[src/mmm_pkg.sv]
// Purpose: shared constants of the six-output motor modulator
// Assumes: APB slave, 32-bit data, byte offsets, 25 MHz system clock
// Notes: duty slots run high0, low0, high1, low1, high2, low2
// Overview of operation
// Off level of each output group equals its option bit, active level inverse.
// Option bits are captured at reset; no software access can change them.
// Without the motor option all six outputs stay undriven.
// With the option, outputs undriven in reset, then driven at off level.
// Duty values and divider sit in buffers, applied only at reload.
// Reload every period, or once per 2, 4 or 8 periods.
// Software sets ready; first reload after it transfers the buffers.
// 2-bit field divides system clock by 1, 2, 4, 8; changes at reload.
// Edge mode: 12-bit count rises to reload value, wraps to zero.
// Center mode: count rises to reload value, then falls to zero.
// Duty is 16-bit signed, compared with the unsigned 12-bit count.
// Duty at or below zero never asserts; above reload always asserts.
// Separate mode: every output from its own duty, no dead time.
// Pair mode: high duty drives the pair, low complementary, dead time.
// Phase select clear: high starts on, low starts off; set swaps. In separate mode the code starts low on as well.
// Override forces selected outputs off; all others keep modulating.
// Dead time is 0 to 255 system clocks, independent of the divider.
// Both outputs of a pair off during dead time; period unchanged.
// Pulses narrower than the limit in counter clocks are suppressed.
// The narrow check sees pulse width after dead-time shortening.
// With converter sync enabled, trigger at end of each period.
// Center mode with sync also triggers at the period midpoint.
// Sense hold samples always, or holds when any or all selected on.
// A reload that transfers buffers raises an event pulse.
// Reload coincides with the counter returning to zero.
package mmm_pkg;
	localparam int unsigned CNT_W = 12;
	localparam int unsigned DUTY_W = 16;
	localparam int unsigned DT_W = 8;
	// Register byte offsets
	localparam logic [7:0] OFS_CTRL_A = 8'h00;
	localparam logic [7:0] OFS_CTRL_B = 8'h04;
	localparam logic [7:0] OFS_RELOAD = 8'h08;
	localparam logic [7:0] OFS_DEADTIME = 8'h0c;
	localparam logic [7:0] OFS_MINPULSE = 8'h10;
	localparam logic [7:0] OFS_OVERRIDE = 8'h14;
	localparam logic [7:0] OFS_SENSE_A = 8'h18;
	localparam logic [7:0] OFS_SENSE_B = 8'h1c;
	localparam logic [7:0] OFS_DUTY0 = 8'h20;
	localparam logic [7:0] OFS_STATUS = 8'h38;
	// Control A fields
	localparam int unsigned CA_RUN = 0;
	localparam int unsigned CA_READY = 1;
	localparam int unsigned CA_SYNC = 2;
	localparam int unsigned CA_OVR = 3;
	localparam int unsigned CA_CENTER = 4;
	// Control B fields
	localparam int unsigned CB_SEP = 0;
	localparam int unsigned CB_PHASE = 1;
	localparam int unsigned CB_RSEL = 4;
	localparam int unsigned CB_DIV = 6;
	// Status fields
	localparam int unsigned ST_DOWN = 12;
	localparam int unsigned ST_READY = 13;
	localparam int unsigned ST_ON = 14;
	// Reset values
	localparam logic [11:0] RST_RELOAD = 12'hfff;
	localparam logic [7:0] RST_DEADTIME = 8'h00;
	localparam logic [7:0] RST_MINPULSE = 8'h00;
	// Sense hold modes
	localparam logic [1:0] SH_SAMPLE = 2'h0;
	localparam logic [1:0] SH_ANY = 2'h1;
	localparam logic [1:0] SH_ALL = 2'h2;
endpackage : mmm_pkg

[src/mmm_pair_if.sv]
// Purpose: signals of one output pair between modulator stages
// Assumes: one system clock
// Notes: act and flt levels are 1 for on, before polarity
`timescale 1ns/100ps
interface mmm_pair_if;
	logic comp;
	logic raw_h;
	logic raw_l;
	logic [7:0] dt;
	logic act_h;
	logic act_l;
	logic [7:0] mpl;
	logic tick;
	logic flt_h;
	logic flt_l;
	modport ctl (output comp, raw_h, raw_l, dt, mpl, tick,
		input flt_h, flt_l);
	modport dead (input comp, raw_h, raw_l, dt, output act_h, act_l);
	modport filt (input comp, act_h, act_l, mpl, tick,
		output flt_h, flt_l);
endinterface : mmm_pair_if

[src/mmm_deadband.sv]
// Purpose: dead-time insertion for one complementary pair
// Assumes: raw requests change on system clock edges
// Notes: bypassed in separate-channel mode
`timescale 1ns/100ps
module mmm_deadband (
	input wire logic clk_i,
	input wire logic rstn_i,
	mmm_pair_if.dead p
);
	typedef struct packed {
		logic [7:0] cnt;
		logic want;
		logic h;
		logic l;
	} mmm_db_s;
	mmm_db_s q;
	mmm_db_s d;

	assign p.act_h = q.h;
	assign p.act_l = q.l;

	// Turn-off is immediate, turn-on waits the gap in system clocks
	always_comb begin
		d = q;
		if (!p.comp) begin
			d.h = p.raw_h;
			d.l = p.raw_l;
			d.want = p.raw_h;
			d.cnt = 8'h00;
		end else if (p.raw_h != q.want) begin
			d.want = p.raw_h;
			d.cnt = p.dt;
			d.h = (p.dt == 8'h00) && p.raw_h;
			d.l = (p.dt == 8'h00) && !p.raw_h;
		end else if (q.cnt != 8'h00) begin
			d.cnt = q.cnt - 8'h01;
			if (q.cnt == 8'h01) begin
				d.h = q.want;
				d.l = !q.want;
			end
		end
		if (!rstn_i) begin
			d = '0;
		end
	end

	always_ff @(posedge clk_i) begin
		q <= d;
	end
endmodule : mmm_deadband

[src/mmm_narrow_filt.sv]
// Purpose: narrow-pulse suppression on both outputs of a pair
// Assumes: inputs already carry dead-time shortening
// Notes: judges each pulse by the width of the last one of its level
`timescale 1ns/100ps
module mmm_narrow_filt (
	input wire logic clk_i,
	input wire logic rstn_i,
	mmm_pair_if.filt p
);
	typedef struct packed {
		logic [1:0] o;
		logic [1:0] lvl;
		logic [1:0][7:0] run_w;
		logic [1:0][7:0] hi_w;
		logic [1:0][7:0] lo_w;
	} mmm_nf_s;
	mmm_nf_s q;
	mmm_nf_s d;
	logic [1:0] a;

	assign a = {p.act_h, p.act_l};
	assign p.flt_h = q.o[1];
	assign p.flt_l = q.o[0];

	// Duty is steady between reloads, so last width predicts the next
	always_comb begin
		d = q;
		for (int k = 0; k < 2; k++) begin
			if (a[k] != q.lvl[k]) begin
				d.lvl[k] = a[k];
				d.run_w[k] = 8'h00;
				if (q.lvl[k]) begin
					d.hi_w[k] = q.run_w[k];
				end else begin
					d.lo_w[k] = q.run_w[k];
				end
				if ((a[k] ? q.hi_w[k] : q.lo_w[k]) >= p.mpl) begin
					d.o[k] = a[k];
				end
			end else begin
				if (p.tick && q.run_w[k] != 8'hff) begin
					d.run_w[k] = q.run_w[k] + 8'h01;
				end
				if (q.o[k] != q.lvl[k] && q.run_w[k] >= p.mpl) begin
					d.o[k] = q.lvl[k];
				end
			end
		end
		// Held levels must never make a pair overlap
		if (p.comp) begin
			d.o[1] = d.o[1] && !a[0];
			d.o[0] = d.o[0] && !a[1];
		end
		if (!rstn_i) begin
			d = '0;
			d.hi_w = '1;
			d.lo_w = '1;
		end
	end

	always_ff @(posedge clk_i) begin
		q <= d;
	end
endmodule : mmm_narrow_filt

[src/mmm_modulator.sv]
// Purpose: six-output motor modulator with APB register slave
// Assumes: option pins static; APB on the system clock
// Notes: outputs lag the counter by three clocks through the pair stages
`timescale 1ns/100ps
module mmm_modulator (
	input wire logic CLK_SYS_I,
	input wire logic RSTN_I,
	input wire logic OPT_MC_EN_I,
	input wire logic OPT_HI_OFF_I,
	input wire logic OPT_LO_OFF_I,
	input wire logic PSEL_I,
	input wire logic PENABLE_I,
	input wire logic PWRITE_I,
	input wire logic [7:0] PADDR_I,
	input wire logic [31:0] PWDATA_I,
	output logic [31:0] PRDATA_O,
	output logic PREADY_O,
	output logic PSLVERR_O,
	output logic [2:0] HIGH_OUT_O,
	output logic [2:0] HIGH_OUT_OE_O,
	output logic [2:0] LOW_OUT_O,
	output logic [2:0] LOW_OUT_OE_O,
	output logic ADC_TRIG_O,
	output logic SENSE_HOLD_O,
	output logic RELOAD_EVT_O
);
	typedef struct packed {
		logic motor_ctrl_opt_enable;
		logic high_side_offstate_opt;
		logic low_side_offstate_opt;
		logic oe;
		logic run;
		logic ready;
		logic converter_sync_en;
		logic manual_override_en;
		logic center;
		logic separate_channels_sel;
		logic [2:0] pair_phase_sel;
		logic [1:0] reload_interval_sel;
		logic [1:0] div_buf;
		logic [1:0] clock_divide_sel;
		logic [11:0] rel_buf;
		logic [11:0] rel;
		logic [7:0] deadtime_count;
		logic [7:0] narrow_pulse_limit;
		logic [5:0] channel_force_off;
		logic [1:0] sense_hold_cfg_a;
		logic [5:0] sense_hold_cfg_b;
		logic [5:0][15:0] duty_buf;
		logic [5:0][15:0] duty_value;
		logic [2:0] pre;
		logic [11:0] cnt;
		logic down;
		logic [2:0] pcnt;
		logic [2:0] hi_o;
		logic [2:0] lo_o;
		logic adc;
		logic hold;
		logic rld_evt;
		logic [31:0] prdata;
		logic slverr;
	} mmm_state_s;

	mmm_state_s q;
	mmm_state_s d;
	logic tick;
	logic [11:0] cnt_inc;
	logic wrap_e;
	logic mid;
	logic pend;
	logic reload;
	logic [5:0] live;
	wire [5:0] on_v;

	// Low bits set for a power-of-two select of 1, 2, 4 or 8
	function automatic logic [2:0] mask3(input logic [1:0] sel);
		logic [3:0] m;
		m = (4'h1 << sel) - 4'h1;
		return m[2:0];
	endfunction : mask3

	// Duty slot of an address, 7 when none
	function automatic logic [2:0] duty_slot(input logic [7:0] a);
		logic [7:0] off;
		off = a - mmm_pkg::OFS_DUTY0;
		if (a >= mmm_pkg::OFS_DUTY0 && a < mmm_pkg::OFS_STATUS &&
			off[1:0] == 2'h0) begin
			return off[4:2];
		end
		return 3'h7;
	endfunction : duty_slot

	// Signed duty against unsigned count; on while count below duty
	function automatic logic cmp(input logic [15:0] dv,
		input logic [11:0] c);
		return $signed(dv) > $signed({4'h0, c});
	endfunction : cmp

	// Counter clock enable from the free-running prescaler
	assign tick = q.run &&
		((q.pre & mask3(q.clock_divide_sel)) ==
		mask3(q.clock_divide_sel));
	assign cnt_inc = q.cnt + 12'h001;
	assign wrap_e = !q.center && q.cnt >= q.rel;
	assign mid = tick && q.center && !q.down && cnt_inc >= q.rel;
	assign pend = tick &&
		(q.center ? (q.down && q.cnt <= 12'h001) : wrap_e);
	assign reload = pend &&
		((q.pcnt & mask3(q.reload_interval_sel)) ==
		mask3(q.reload_interval_sel));

	// Pair stages: compare, dead time, narrow-pulse filter
	mmm_pair_if pr[3] ();
	for (genvar k = 0; k < 3; k++) begin : g_pair
		logic ch;
		assign ch = cmp(q.duty_value[2*k], q.cnt);
		assign pr[k].comp = !q.separate_channels_sel;
		assign pr[k].raw_h = ch ^ q.pair_phase_sel[k];
		assign pr[k].raw_l = q.separate_channels_sel ?
			cmp(q.duty_value[2*k+1], q.cnt) ^ q.pair_phase_sel[k] :
			!(ch ^ q.pair_phase_sel[k]);
		assign pr[k].dt = q.deadtime_count;
		assign pr[k].mpl = q.narrow_pulse_limit;
		assign pr[k].tick = tick;
		assign on_v[2*k] = pr[k].flt_h;
		assign on_v[2*k+1] = pr[k].flt_l;
		mmm_deadband u_db (
			.clk_i(CLK_SYS_I),
			.rstn_i(RSTN_I),
			.p(pr[k])
		);
		mmm_narrow_filt u_nf (
			.clk_i(CLK_SYS_I),
			.rstn_i(RSTN_I),
			.p(pr[k])
		);
	end

	// Override touches only the selected outputs
	assign live = on_v & {6{q.run}} &
		~(q.channel_force_off & {6{q.manual_override_en}});

	// Next state of the whole block
	always_comb begin
		d = q;
		d.adc = 1'b0;
		d.rld_evt = 1'b0;
		d.pre = q.run ? q.pre + 3'h1 : 3'h0;
		if (!q.run) begin
			d.cnt = 12'h000;
			d.down = 1'b0;
			d.pcnt = 3'h0;
		end else if (tick) begin
			if (!q.center) begin
				d.down = 1'b0;
				d.cnt = wrap_e ? 12'h000 : cnt_inc;
			end else if (!q.down) begin
				d.cnt = cnt_inc;
				d.down = mid;
			end else if (q.cnt <= 12'h001) begin
				d.cnt = 12'h000;
				d.down = 1'b0;
			end else begin
				d.cnt = q.cnt - 12'h001;
			end
		end
		if (pend) begin
			d.pcnt = q.pcnt + 3'h1;
		end
		// Buffers move only when software has declared them complete
		if (reload && q.ready) begin
			d.duty_value = q.duty_buf;
			d.rel = q.rel_buf;
			d.clock_divide_sel = q.div_buf;
			d.ready = 1'b0;
			d.pre = 3'h0;
			d.rld_evt = 1'b1;
		end
		d.adc = q.converter_sync_en && (pend || mid);
		// Output levels: active is the inverse of the off level
		for (int k = 0; k < 3; k++) begin
			d.hi_o[k] = live[2*k] ? !q.high_side_offstate_opt :
				q.high_side_offstate_opt;
			d.lo_o[k] = live[2*k+1] ? !q.low_side_offstate_opt :
				q.low_side_offstate_opt;
		end
		d.oe = q.motor_ctrl_opt_enable;
		case (q.sense_hold_cfg_a)
			mmm_pkg::SH_ANY: d.hold = |(live & q.sense_hold_cfg_b);
			mmm_pkg::SH_ALL: d.hold = (q.sense_hold_cfg_b != 6'h00) &&
				&(live | ~q.sense_hold_cfg_b);
			default: d.hold = 1'b0;
		endcase
		// Read data is captured in the setup phase
		if (PSEL_I && !PENABLE_I) begin
			d.prdata = 32'h0;
			d.slverr = 1'b0;
			case (PADDR_I)
				mmm_pkg::OFS_CTRL_A: begin
					d.prdata[mmm_pkg::CA_RUN] = q.run;
					d.prdata[mmm_pkg::CA_READY] = q.ready;
					d.prdata[mmm_pkg::CA_SYNC] = q.converter_sync_en;
					d.prdata[mmm_pkg::CA_OVR] = q.manual_override_en;
					d.prdata[mmm_pkg::CA_CENTER] = q.center;
				end
				mmm_pkg::OFS_CTRL_B: begin
					d.prdata[mmm_pkg::CB_SEP] = q.separate_channels_sel;
					d.prdata[mmm_pkg::CB_PHASE +: 3] = q.pair_phase_sel;
					d.prdata[mmm_pkg::CB_RSEL +: 2] = q.reload_interval_sel;
					d.prdata[mmm_pkg::CB_DIV +: 2] = q.div_buf;
				end
				mmm_pkg::OFS_RELOAD: d.prdata[11:0] = q.rel_buf;
				mmm_pkg::OFS_DEADTIME: d.prdata[7:0] = q.deadtime_count;
				mmm_pkg::OFS_MINPULSE: d.prdata[7:0] = q.narrow_pulse_limit;
				mmm_pkg::OFS_OVERRIDE: d.prdata[5:0] = q.channel_force_off;
				mmm_pkg::OFS_SENSE_A: d.prdata[1:0] = q.sense_hold_cfg_a;
				mmm_pkg::OFS_SENSE_B: d.prdata[5:0] = q.sense_hold_cfg_b;
				mmm_pkg::OFS_STATUS: begin
					d.prdata[11:0] = q.cnt;
					d.prdata[mmm_pkg::ST_DOWN] = q.down;
					d.prdata[mmm_pkg::ST_READY] = q.ready;
					d.prdata[mmm_pkg::ST_ON +: 6] = live;
				end
				default: begin
					if (duty_slot(PADDR_I) != 3'h7) begin
						d.prdata[15:0] = q.duty_buf[duty_slot(PADDR_I)];
					end else begin
						d.slverr = 1'b1;
					end
				end
			endcase
		end
		// Writes take effect at the access edge; a ready set wins
		if (PSEL_I && PENABLE_I && PWRITE_I) begin
			case (PADDR_I)
				mmm_pkg::OFS_CTRL_A: begin
					d.run = PWDATA_I[mmm_pkg::CA_RUN];
					d.converter_sync_en = PWDATA_I[mmm_pkg::CA_SYNC];
					d.manual_override_en = PWDATA_I[mmm_pkg::CA_OVR];
					d.center = PWDATA_I[mmm_pkg::CA_CENTER];
					if (PWDATA_I[mmm_pkg::CA_READY]) begin
						d.ready = 1'b1;
					end
				end
				mmm_pkg::OFS_CTRL_B: begin
					d.separate_channels_sel = PWDATA_I[mmm_pkg::CB_SEP];
					d.pair_phase_sel = PWDATA_I[mmm_pkg::CB_PHASE +: 3];
					d.reload_interval_sel = PWDATA_I[mmm_pkg::CB_RSEL +: 2];
					d.div_buf = PWDATA_I[mmm_pkg::CB_DIV +: 2];
				end
				mmm_pkg::OFS_RELOAD: d.rel_buf = PWDATA_I[11:0];
				mmm_pkg::OFS_DEADTIME: d.deadtime_count = PWDATA_I[7:0];
				mmm_pkg::OFS_MINPULSE: d.narrow_pulse_limit = PWDATA_I[7:0];
				mmm_pkg::OFS_OVERRIDE: d.channel_force_off = PWDATA_I[5:0];
				mmm_pkg::OFS_SENSE_A: d.sense_hold_cfg_a = PWDATA_I[1:0];
				mmm_pkg::OFS_SENSE_B: d.sense_hold_cfg_b = PWDATA_I[5:0];
				default: begin
					if (duty_slot(PADDR_I) != 3'h7) begin
						d.duty_buf[duty_slot(PADDR_I)] = PWDATA_I[15:0];
					end
				end
			endcase
		end
		// Option bits are caught only while reset is held
		if (!RSTN_I) begin
			d = '0;
			d.motor_ctrl_opt_enable = OPT_MC_EN_I;
			d.high_side_offstate_opt = OPT_HI_OFF_I;
			d.low_side_offstate_opt = OPT_LO_OFF_I;
			d.hi_o = {3{OPT_HI_OFF_I}};
			d.lo_o = {3{OPT_LO_OFF_I}};
			d.rel_buf = mmm_pkg::RST_RELOAD;
			d.rel = mmm_pkg::RST_RELOAD;
			d.deadtime_count = mmm_pkg::RST_DEADTIME;
			d.narrow_pulse_limit = mmm_pkg::RST_MINPULSE;
		end
	end

	always_ff @(posedge CLK_SYS_I) begin
		q <= d;
	end

	// Zero-wait slave; read data and error come from flops
	assign PREADY_O = 1'b1;
	assign PRDATA_O = q.prdata;
	assign PSLVERR_O = q.slverr;
	assign HIGH_OUT_O = q.hi_o;
	assign LOW_OUT_O = q.lo_o;
	assign HIGH_OUT_OE_O = {3{q.oe}};
	assign LOW_OUT_OE_O = {3{q.oe}};
	assign ADC_TRIG_O = q.adc;
	assign SENSE_HOLD_O = q.hold;
	assign RELOAD_EVT_O = q.rld_evt;
endmodule : mmm_modulator

[config.mk]
export PLATFORM = sky130hd
export DESIGN_NAME = mmm_modulator
export DESIGN_NICKNAME = d
export VERILOG_FILES = /design/src/mmm_pkg.sv /design/src/mmm_pair_if.sv /design/src/mmm_deadband.sv /design/src/mmm_narrow_filt.sv /design/src/mmm_modulator.sv
export SDC_FILE = /design/constraint.sdc
export NUM_CORES = 1
export LEC_CHECK = 0
export BUFFER_PORTS_ARGS = -buffer_cell sky130_fd_sc_hd__buf_2
export CAP_MARGIN = 20
export CORE_ASPECT_RATIO = 1.5
export CORE_MARGIN = 4
export CORE_UTILIZATION = 63
export DETAILED_ROUTE_END_ITERATION = 12
export MAX_ROUTING_LAYER = met4
export PLACE_DENSITY = 0.81
export SETUP_SLACK_MARGIN = 0.5
export SLEW_MARGIN = 15
export SYNTH_ARGS = -nofsm -noshare
export SYNTH_HDL_FRONTEND = slang
export SYNTH_SLANG_ARGS = --single-unit
[constraint.sdc]
create_clock -name CLK_SYS_I -period 3.8 [get_ports CLK_SYS_I]
set_clock_uncertainty 0.1 [all_clocks]
set_input_delay 0.76 -clock CLK_SYS_I [delete_from_list [all_inputs] [get_ports CLK_SYS_I]]
set_output_delay 0.76 -clock CLK_SYS_I [all_outputs]
set_load 0.03 [all_outputs]
After elaboration in Yosys (flattened, before gate mapping)

Cells that the tools add are included.
Widths: inputs -> output; s select.

Input port bits: 48
Word-level logic and storage cells: 420
Bits in writable memories: 0
Memories: 0
Bits in registers: 503
Memory bits (read-only): 0
Latch bits: 0

Reductions and logical operators: 118
$add $sub $neg: 16
Divide/modulo/power cells: 0
Order comparisons: 26
Mux-type cells: 112
Shifts and indexed selects: 2
Equal/unequal tests: 39
Bitwise gates (word level): 24
$mul: 0

Operator list:

| cell                | number |
|---|---|
| $mux 8              | 13 |
| $bwmux 96           | 1 |
| $ge 8x8->1          | 12 |
| $gt 16x13->1        | 6 |
| $mux 3              | 20 |
| $add 8x1->8 const B | 6 |
| $bmux 16 s3         | 1 |
| $demux 16 s3        | 1 |
| $mux 16             | 3 |
| $ne 8x8->1 const B  | 6 |
| $reduce_and 2->1    | 24 |
| $mux 1              | 45 |
| $mux 42             | 1 |
| $logic_and 1x1->1   | 41 |
| $mux 12             | 3 |
| $eq 8x5->1 const B  | 4 |
| $pmux 3 s9          | 1 |
| $mux 13             | 2 |
| $and 6x6->6         | 4 |
| $eq 8x1->1 const B  | 3 |
| $ge 12x12->1        | 2 |
| $mux 2              | 12 |
| $reduce_bool 8->1   | 3 |
| $sub 8x1->8 const B | 3 |
| other kinds (49)    | 120 |

Logic depth before layout (Yosys ltp)

Gate-level depths: netlist of run 1.

Depth in word-level cells: 23
Depth in mapped cells: 13
Depth with buffers taken out: 11

Modules after synthesis

Synthesis of run 1 repeated with hierarchy kept, for this count alone.

Cell total of the unflattened synthesis: 3122
Area total of the unflattened synthesis: 27436.3 um2

By module, submodules not included:

| module                               | area each (um2) | cells each | times used |
|---|---|---|---|
| mmm_modulator                        | 16658.5         | 1945       | 1 |
| mmm_narrow_filt (g_pair[0].u_nf ...) | 2957.8          | 312        | 2 |
| mmm_narrow_filt (g_pair[2].u_nf)     | 2959.1          | 313        | 1 |
| mmm_deadband                         | 634.4           | 80         | 3 |

Worst setup path after synthesis of run 1

Ideal clock, no wire load.

Path type: register -> register
Start point: register q[46] (netlist name)
End point: register q[59] (netlist name)
Data required time: 3.620 ns
Path buffers: 4
Clock period less this slack: 3.050 ns
Data arrival time: 2.870 ns
Setup slack: 0.750 ns
Library setup time: 0.080 ns
Stages on the path, launching flop included: 14
Path through: dfxtp_1 clkbuf_1 inv_1 ha_1 nand2b_1 a211oi_1 o21ai_1 a2111oi_4 o31ai_4 and2_1 buf_4 buf_8 buf_6 nor3b_1

Longest elaborated chain between the ends: 7

RTL lines:

| item                                               | line                                       | text |
|---|---|---|
| from (decl)                                        | mmm_modulator.sv:64                        | `mmm_state_s q;` |
| from (signal assigned)                             | mmm_modulator.sv:280                       | `q <= d;` |
| $ge 12x12->1 / $le 12x1->1 (equally long branches) | mmm_modulator.sv:104, mmm_modulator.sv:107 |  |
| $logic_and 1x1->1, on equally long branches        | mmm_modulator.sv:104, mmm_modulator.sv:107 |  |
| $mux 1 (*)                                         | mmm_modulator.sv:107                       | `(q.center ? (q.down && q.cnt <= 12'h001) : wrap_e);` |
| $logic_and 1x1->1 (*)                              | mmm_modulator.sv:106                       | `assign pend = tick &&` |
| $logic_and 1x1->1 (*)                              | mmm_modulator.sv:108                       | `assign reload = pend &&` |
| $logic_and 1x1->1 (*)                              | mmm_modulator.sv:171                       | `if (reload && q.ready) begin` |
| $reduce_or 3->1 (no line) (*)                      | -                                          |  |

Every way passes the cells marked *; elsewhere a longest branch is shown, timed or not.
A chain may end at the register's enable or synchronous reset.

Worst setup path after layout of run 1

Start point: register q[55] (netlist name)
End point: register g_pair[0].u_db.q (netlist bit g_pair[0].u_db.p.act_l)

Longest elaborated chain between the ends: 6

RTL lines:

| item                 | line                | text |
|---|---|---|
| $gt 16x13->1         | mmm_modulator.sv:96 | `return $signed(dv) > $signed({4'h0, c});` |
| $xor 1x1->1          | -                   |  |
| $logic_not 1->1      | mmm_deadband.sv:34  | `d.l = (p.dt == 8'h00) && !p.raw_h;` |
| $logic_and 1x1->1    | mmm_deadband.sv:34  |  |
| $mux 2               | mmm_deadband.sv:30  | `end else if (p.raw_h != q.want) begin` |
| $mux 3               | mmm_deadband.sv:25  | `if (!p.comp) begin` |
| to (signal assigned) | mmm_deadband.sv:48  | `q <= d;` |
| to (decl)            | mmm_deadband.sv:16  | `mmm_db_s q;` |

Parallel ways exist; a longest one is shown, timed or not.

==> results of run 1 <==
## power by group
| group | internal (mW) | total, mW | switching [mW] |
|---|---|---|---|
| clock | 2.82 | 4.95 | 2.13 |
| combinational | 0.631 | 1.58 | 0.953 |
| sequential | 5.48 | 5.65 | 0.165 |
| total | 8.94 | 12.2 | 3.24 |
## synth_stat cells, types with 13 or more instances
master,n,area share
a211oi_1,27,0.0075
a21oi_1,265,0.049
a221oi_1,17,0.0055
a31oi_1,17,0.0040
and2_1,13,0.0030
and3_1,20,0.0047
and4_1,15,0.0049
buf_4,51,0.014
clkbuf_1,156,0.022
dfxtp_1,500,0.37
ha_1,223,0.10
inv_1,80,0.011
mux2_2,62,0.026
mux2i_1,252,0.094
nand2_1,658,0.092
nand2b_1,23,0.0054
nand3_1,117,0.022
nand4_1,22,0.0051
nor2_1,117,0.016
nor2b_1,24,0.0056
nor3_1,43,0.0080
nor4_1,21,0.0049
o211ai_1,33,0.0092
o21ai_0,80,0.015
or3_1,18,0.0042
xnor2_1,39,0.013
xor2_1,28,0.0091
## worst max-delay path, cell delays in order, from the launching register on
cell	delay (ns)
dfxtp_1	0.36
inv_1	0.44
ha_1	0.35
a211o_1	0.30
a211o_1	0.30
a2111o_1	0.39
o221a_1	0.30
xor2_1	0.17
a22oi_1	0.08
a221oi_1	0.34
## final timing paths
path / from / to / slack, ns / cells past startpoint
max: q[55]$_SDFFE_PN0P_ / g_pair[0].u_db.p.act_l$_SDFFE_PN0P_ / 0.55 / 9
min: OPT_MC_EN_I / q[325]$_DFFE_PN_ / 0.26 / 1
min reg2reg: q[325]$_DFFE_PN_ / HIGH_OUT_OE_O[0]$_SDFF_PN0_ / 0.35 / 1
max reg2reg: q[55]$_SDFFE_PN0P_ / g_pair[0].u_db.p.act_l$_SDFFE_PN0P_ / 0.55 / 9
## state kept, by name, indices dropped and copies added (netlist names), 3 cells and up
name                 flops
g_pair.u_db.p.act_l      3
pr.dt                    8
g_pair.u_nf.q          150
PRDATA_O                20
q                      267
g_pair.u_nf.p.flt_h      3
g_pair.u_nf.p.flt_l      3
pr.mpl                   8
HIGH_OUT_O               3
g_pair.u_db.p.act_h      3
g_pair.u_db.q           27
LOW_OUT_O                3
## final cells by class
cell class,count,share of cell area
multi-input cells,2323,0.531
flip-flops and latches,503,0.348
clock buffers,71,0.0507
repair buffers,126,0.0293
well taps,564,0.0243
inverters,80,0.0107
clock inverters,17,0.00544
diodes,1,0.0000863
## cell families (layout without fill, tap and decap cells)
kind of cell	Yosys count	after routing	synth area share
AOI/OAI and AO/OA	577	577	0.135
xor gates and xnor gates	70	70	0.0244
adders and majority gates	223	223	0.104
buffers and inverters	312	294	0.0533
DFF	503	503	0.376
muxes	315	315	0.121
other	2	14	0.000280
and+or+nand+nor	1124	1125	0.186
## what timing repair did
| action | CTS | global route |
|---|---|---|
| gates cloned | 0 | 1 |
| endpoints found under the hold margin | 0 | 0 |
| pin swaps | 0 | 1 |
| setup buffers | 0 | 4 |
| setup endpoints to repair | 9 | 85 |
| resized for setup | 2 | 7 |
## metal layers
| metal | track usage | routed length [um] |
|---|---|---|
| met4 | 0.265 | 7640 |
| met1 | 0.361 | 28100 |
| met2 | 0.558 | 37100 |
| met5 | - | 0 |
| met3 | 0.0448 | 5140 |
## stage by stage
stage	util	hold WS, ns	setup slack, ns
after floorplan	-	0.325	0.750
after global placement	0.648	0.335	0.547
after detailed placement	0.648	0.335	0.467
after CTS	0.687	0.253	0.516
after global routing	0.688	0.255	0.478
final	0.688	0.257	0.555
==> key figures, run 1 <==
Global route
  – First-pass GRT wire length: 122,000 um
  – All-layer global routing usage: 0.336
  – GR Overflow Total: 0
  – Initial antenna violation count: 1
  – Largest net degree at the start of global routing: 84
  – Vias in the first global route: about 23,000

Cells and area
  – Commonest non-fill, non-tap cell in the layout: nand2_1
  – Fill count: 3,268
  – Nets: 3,353
  – Area growth, synth to finish: 8.00%
  – Most frequent cells in the layout: nand2_1, dfxtp_1, a21oi_1
  – Finished Layout Cells: 3,685
  – Share of cells above drive strength 1: 0.0946
  – Area of the multi-input gates: 0.0154 mm^2
  – Reg area: 0.0101 mm^2
  – Post-route cell area: 0.0290 mm^2

Place
  – Area after DPL: 0.0273 mm^2
  – Gpl congestion: 0.988
  – IO buf count: 67
  – Total placed cells including tap cells: 3,591
  – Post-detail-place hpwl: 55,400 um

CTS
  – H-tree Lvls: 2
  – Clock buffer depth: 3
  – CTS sink count: 503
  – Clk Latency, worst-skew pair: 0.59 ns
  – Cts hold-fix bufs: 0
  – TritonCTS Buffers: 48
  – Clk root buf: clkbuf_16
  – TritonCTS clock tree: done
  – CTS clk-pin slew, worst paths: 0.06 ns

Power
  – Tot Pwr: around 12 mW
  – Peak supply drop: 0.364 mV
  – Leakage: roughly 11 nW
  – PD cells: 420 mW/mm^2

Die
  – # IOs: 97
  – Die Ht: ~260 um
  – Core box area: 0.0421 mm^2
  – Row count: 92
  – Starting Density: 0.637
  – Die Area: 0.0461 mm^2
  – Die width: between 150 and 200 um

Synth
  – Distinct cells, synth: 77
  – Synth Register Bits: slightly above 500
  – Number of synthesis warnings: 0
  – Post-Syn Area: 0.0269 mm^2
  – Register area share after synthesis: 0.376
  – Syn_area_per_cell: 8.59 um^2
  – Cells after Synth: 3,126
  – Post-synth EDFFs: 3
  – Post-synth top flop: dfxtp_1
  – Ys async rst share: 0

Min path
  – Hold WC Path Type: input port to flip-flop

Setup path
  – Crit end category: flip-flop
  – WS Path Type: flip-flop to flip-flop
  – Arrival time at the worst endpoint: 3.61 ns
  – Worst-path fanout max: 9
  – Startpoint Class: flip-flop
  – Crit path required time: 4.17 ns

Timing
  – Final setup fails: 0
  – Worst Tran Pin Value: around 1.1 ns
  – Setup_tns: 0 ns
  – Tcrit/Tclk final: 0.854
  – Minimum clock period after layout: 3.25 ns
  – Fin. max-slew vios: 0
  – Final Hold Fails: 0
  – RSZ-0062 raised after global routing: true
  – Maximum clock rate: 0.308 GHz
  – Slew HR: 0.236

Outcome
  – Status: finished, final reports clean

Route
  – Post-route ant nets: 0
  – Initial DRC Count: 2,181
  – Number of remaining DRC errors: 0
  – Wire per inst: approximately 21 um
  – Final WL: 78,000 um
  – Vias per inst: 6.37
  – DR vias: approximately 23,000
  – Initial DRT Pass Iterations: 7

Flow run
  – Max-cap violations: 0
Power figures use the tool's default switching activity.
==> inputs of run 2 (changes only) <==
CORE_UTILIZATION = 45   (was 63)
CTS_CLUSTER_SIZE = 28   (was unset)
PLACE_DENSITY = 0.57   (was 0.81)
==> run 2 against run 1 <==
  * Sequential power hardly changed
  * Cell count is 6.0% higher
  * First-iteration DRC count shrank 34%
  * Largest power group unchanged
==> key figures, run 2 (synthesized netlist as in run 1, its figures left out) <==
Outcome
  – Status: finished, final reports clean

Place
  – Place WS: 0.149 ns (-0.318 ns)
  – Gpl congestion: 0.894 (-9.5%)
  – IO buf count: 67 (unchanged)
  – Post-detail-place hpwl: 59,200 um (+7.0%)

Die
  – Die Area: 0.0637 mm^2 (+38%)
  – # IOs: 97 (unchanged)
  – Die width: 207 um (+17%)
  – Core box area: 0.0591 mm^2 (+40%)
  – Starting Density: 0.455 (-0.183)
  – Die Ht: 307 um (+18%)
  – Row count: 109 (+18%)

Route
  – Initial DRT Pass Iterations: 5 (-2)
  – Vias per inst: 5.79 (-9.2%)
  – Final WL: 82,400 um (+5.7%)
  – DR vias: 22,600 (-3.8%)
  – Post-route ant nets: 0 (unchanged)
  – Initial DRC Count: 1,441 (-34%)
  – Wire per inst: 21.1 um (-0.30%)
  – Number of remaining DRC errors: 0 (unchanged)

CTS
  – TritonCTS clock tree: done
  – H-tree Lvls: 2 (unchanged)
  – Clk Latency, worst-skew pair: 0.62 ns (+0.03 ns)
  – TritonCTS Buffers: 52 (+8.3%)
  – CTS sink count: 503 (unchanged)
  – Clk root buf: clkbuf_16
  – Clock buffer depth: 3 (unchanged)
  – CTS clk-pin slew, worst paths: 0.06 ns (about the same)

Cells and area
  – Reg area: 0.0101 mm^2 (about the same)
  – Fill count: 5,688 (+74%)
  – Most frequent cells in the layout: nand2_1, dfxtp_1, a21oi_1
  – Commonest non-fill, non-tap cell in the layout: nand2_1
  – Fin util: 0.497 (-0.192)
  – Biggest regs: q x267, g_pair.u_nf.q x150, g_pair.u_db.q x27
  – Nets: 3,363 (+0.30%)
  – Largest Register: q
  – Share of cells above drive strength 1: 0.0924 (-0.00213)
  – Area growth, synth to finish: 9.18%
  – Area of the multi-input gates: 0.0154 mm^2 (+0.19%)
  – Flip-flop count of the largest register after layout: 267 (unchanged)

Min path
  – Hold WC Path Type: input port to flip-flop

Timing
  – Setup ws final: 0.545 ns (-0.00975 ns)
  – Worst Tran Pin Value: 0.925 ns (-0.221 ns)
  – Minimum clock period after layout: 3.25 ns (+0.00975 ns)
  – RSZ-0062 raised after global routing: true
  – Final setup fails: 0 (unchanged)
  – Setup_tns: 0 ns (unchanged)
  – Slew HR: 0.380 (+0.144)
  – Final Hold Fails: 0 (unchanged)
  – Maximum clock rate: 0.307 GHz (-0.30%)
  – Fin. max-slew vios: 0 (unchanged)
  – Tcrit/Tclk final: 0.857 (+0.00257)
  – Min Hold Slack: 0.227 ns (-0.0303 ns)

Power
  – Sw frac: 0.267 (+0.000455)
  – Internal power: 8.95 mW (+0.17%)
  – Sequential power share: 0.462 (-0.002)
  – Peak supply drop: 0.353 mV (-2.9%)
  – Leakage: 10.6 nW (about the same)
  – PD cells: 416 mW/mm^2 (-0.85%)
  – Combinational power share: 0.128 (-0.002)
  – Power share of the clock group: 0.410 (+0.004)
  – P_sw: 3.26 mW (+0.40%)

Setup path
  – WS Path Type: flip-flop to flip-flop
  – Crit end category: flip-flop
  – Crit path required time: 4.21 ns (+0.04 ns)
  – Worst-path fanout max: 9 (unchanged)
  – Startpoint Class: flip-flop
  – Arrival time at the worst endpoint: 3.66 ns (+0.05 ns)

Global route
  – First-pass GRT wire length: 126,000 um (+3.7%)
  – Largest net degree at the start of global routing: 115 (+37%)
  – GR Overflow Total: 0 (unchanged)
  – All-layer global routing usage: 0.254 (-0.0822)
  – Initial antenna violation count: 1 (unchanged)
  – Vias in the first global route: 22,300 (-4.0%)

Flow run
  – Max-cap violations: 0 (unchanged)
-- run 2: changes by cell type in the layout (fill, tap and decap cells not counted), sizes merged --
cell and change:
and2 +1, buf +4, bufinv -1, clkinvlp -1
o31ai +1, clkinv -5, clkbuf +10, inv -2
-- run 2: final timing paths --
kind                                                            end                from  depth (start not counted)  slack [ns]
worst min-delay path                               q[325]$_DFFE_PN_         OPT_MC_EN_I                          1        0.23
worst max-delay path            g_pair[0].u_db.p.act_l$_SDFFE_PN0P_  q[55]$_SDFFE_PN0P_                         10        0.55
worst max register to register  g_pair[0].u_db.p.act_l$_SDFFE_PN0P_  q[55]$_SDFFE_PN0P_                         10        0.55
worst min register to register          HIGH_OUT_OE_O[0]$_SDFF_PN0_    q[325]$_DFFE_PN_                          1        0.35
-- run 2: what timing repair did --
| item | 4_1_cts | 5_1_grt |
|---|---|---|
| pin swaps | 2 | 2 |
| resized for setup | 3 | 5 |
| hold endpoints to repair | 0 | 0 |
| setup buffers | 0 | 3 |
| cloned | 2 | 1 |
| hold buffers | 0 | 0 |
| endpoints found under the setup margin | 114 | 83 |
-- run 2: power by group through the flow --
stage	sequential [mW]	combinational (mW)	clock (mW)
after global routing	5.66	1.74	5.32
final	5.65	1.56	5.00
after detailed placement	5.76	1.56	0
after CTS	5.64	1.57	5.13
after floorplan	5.71	1.23	0
after global placement	5.74	1.51	0
-- run 2: critical path, cell delays in order, from the launching register on --
cell and delay, ns:
dfxtp_1 0.33, buf_4 0.18, clkinvlp_4 0.31, ha_1 0.41, a211o_1 0.29, a211o_1 0.30, a2111o_1 0.39, o221a_1 0.28
xor2_1 0.16, a22oi_1 0.09, a221oi_1 0.32
-- run 2: layout make-up --
cell class,count,share of cell area
Clock buffer,81,0.0526
Multi-Input combinational cell,2325,0.526
Tap cell,777,0.0332
Timing Repair Buffer,130,0.0302
Sequential cell,503,0.344
Clock inverter,8,0.00273
Antenna cell,1,0.0000853
Inverter,80,0.0105
-- run 2: stage by stage --
step                      area (um^2)  total power [mW]  cells
after floorplan                 26900              6.94   3137
after global placement          27600              7.25   3809
after detailed placement        27600              7.32   3809
after CTS                       29300              12.3   3900
after global routing            29300              12.7   3905
final                           29300              12.2   3905
-- run 2: metal layers --
layer / part of all wire / GRT usage
met5: 0 / -
met4: 0.048 / 0.104
met3: 0.045 / 0.0321
met2: 0.52 / 0.469
met1: 0.38 / 0.276
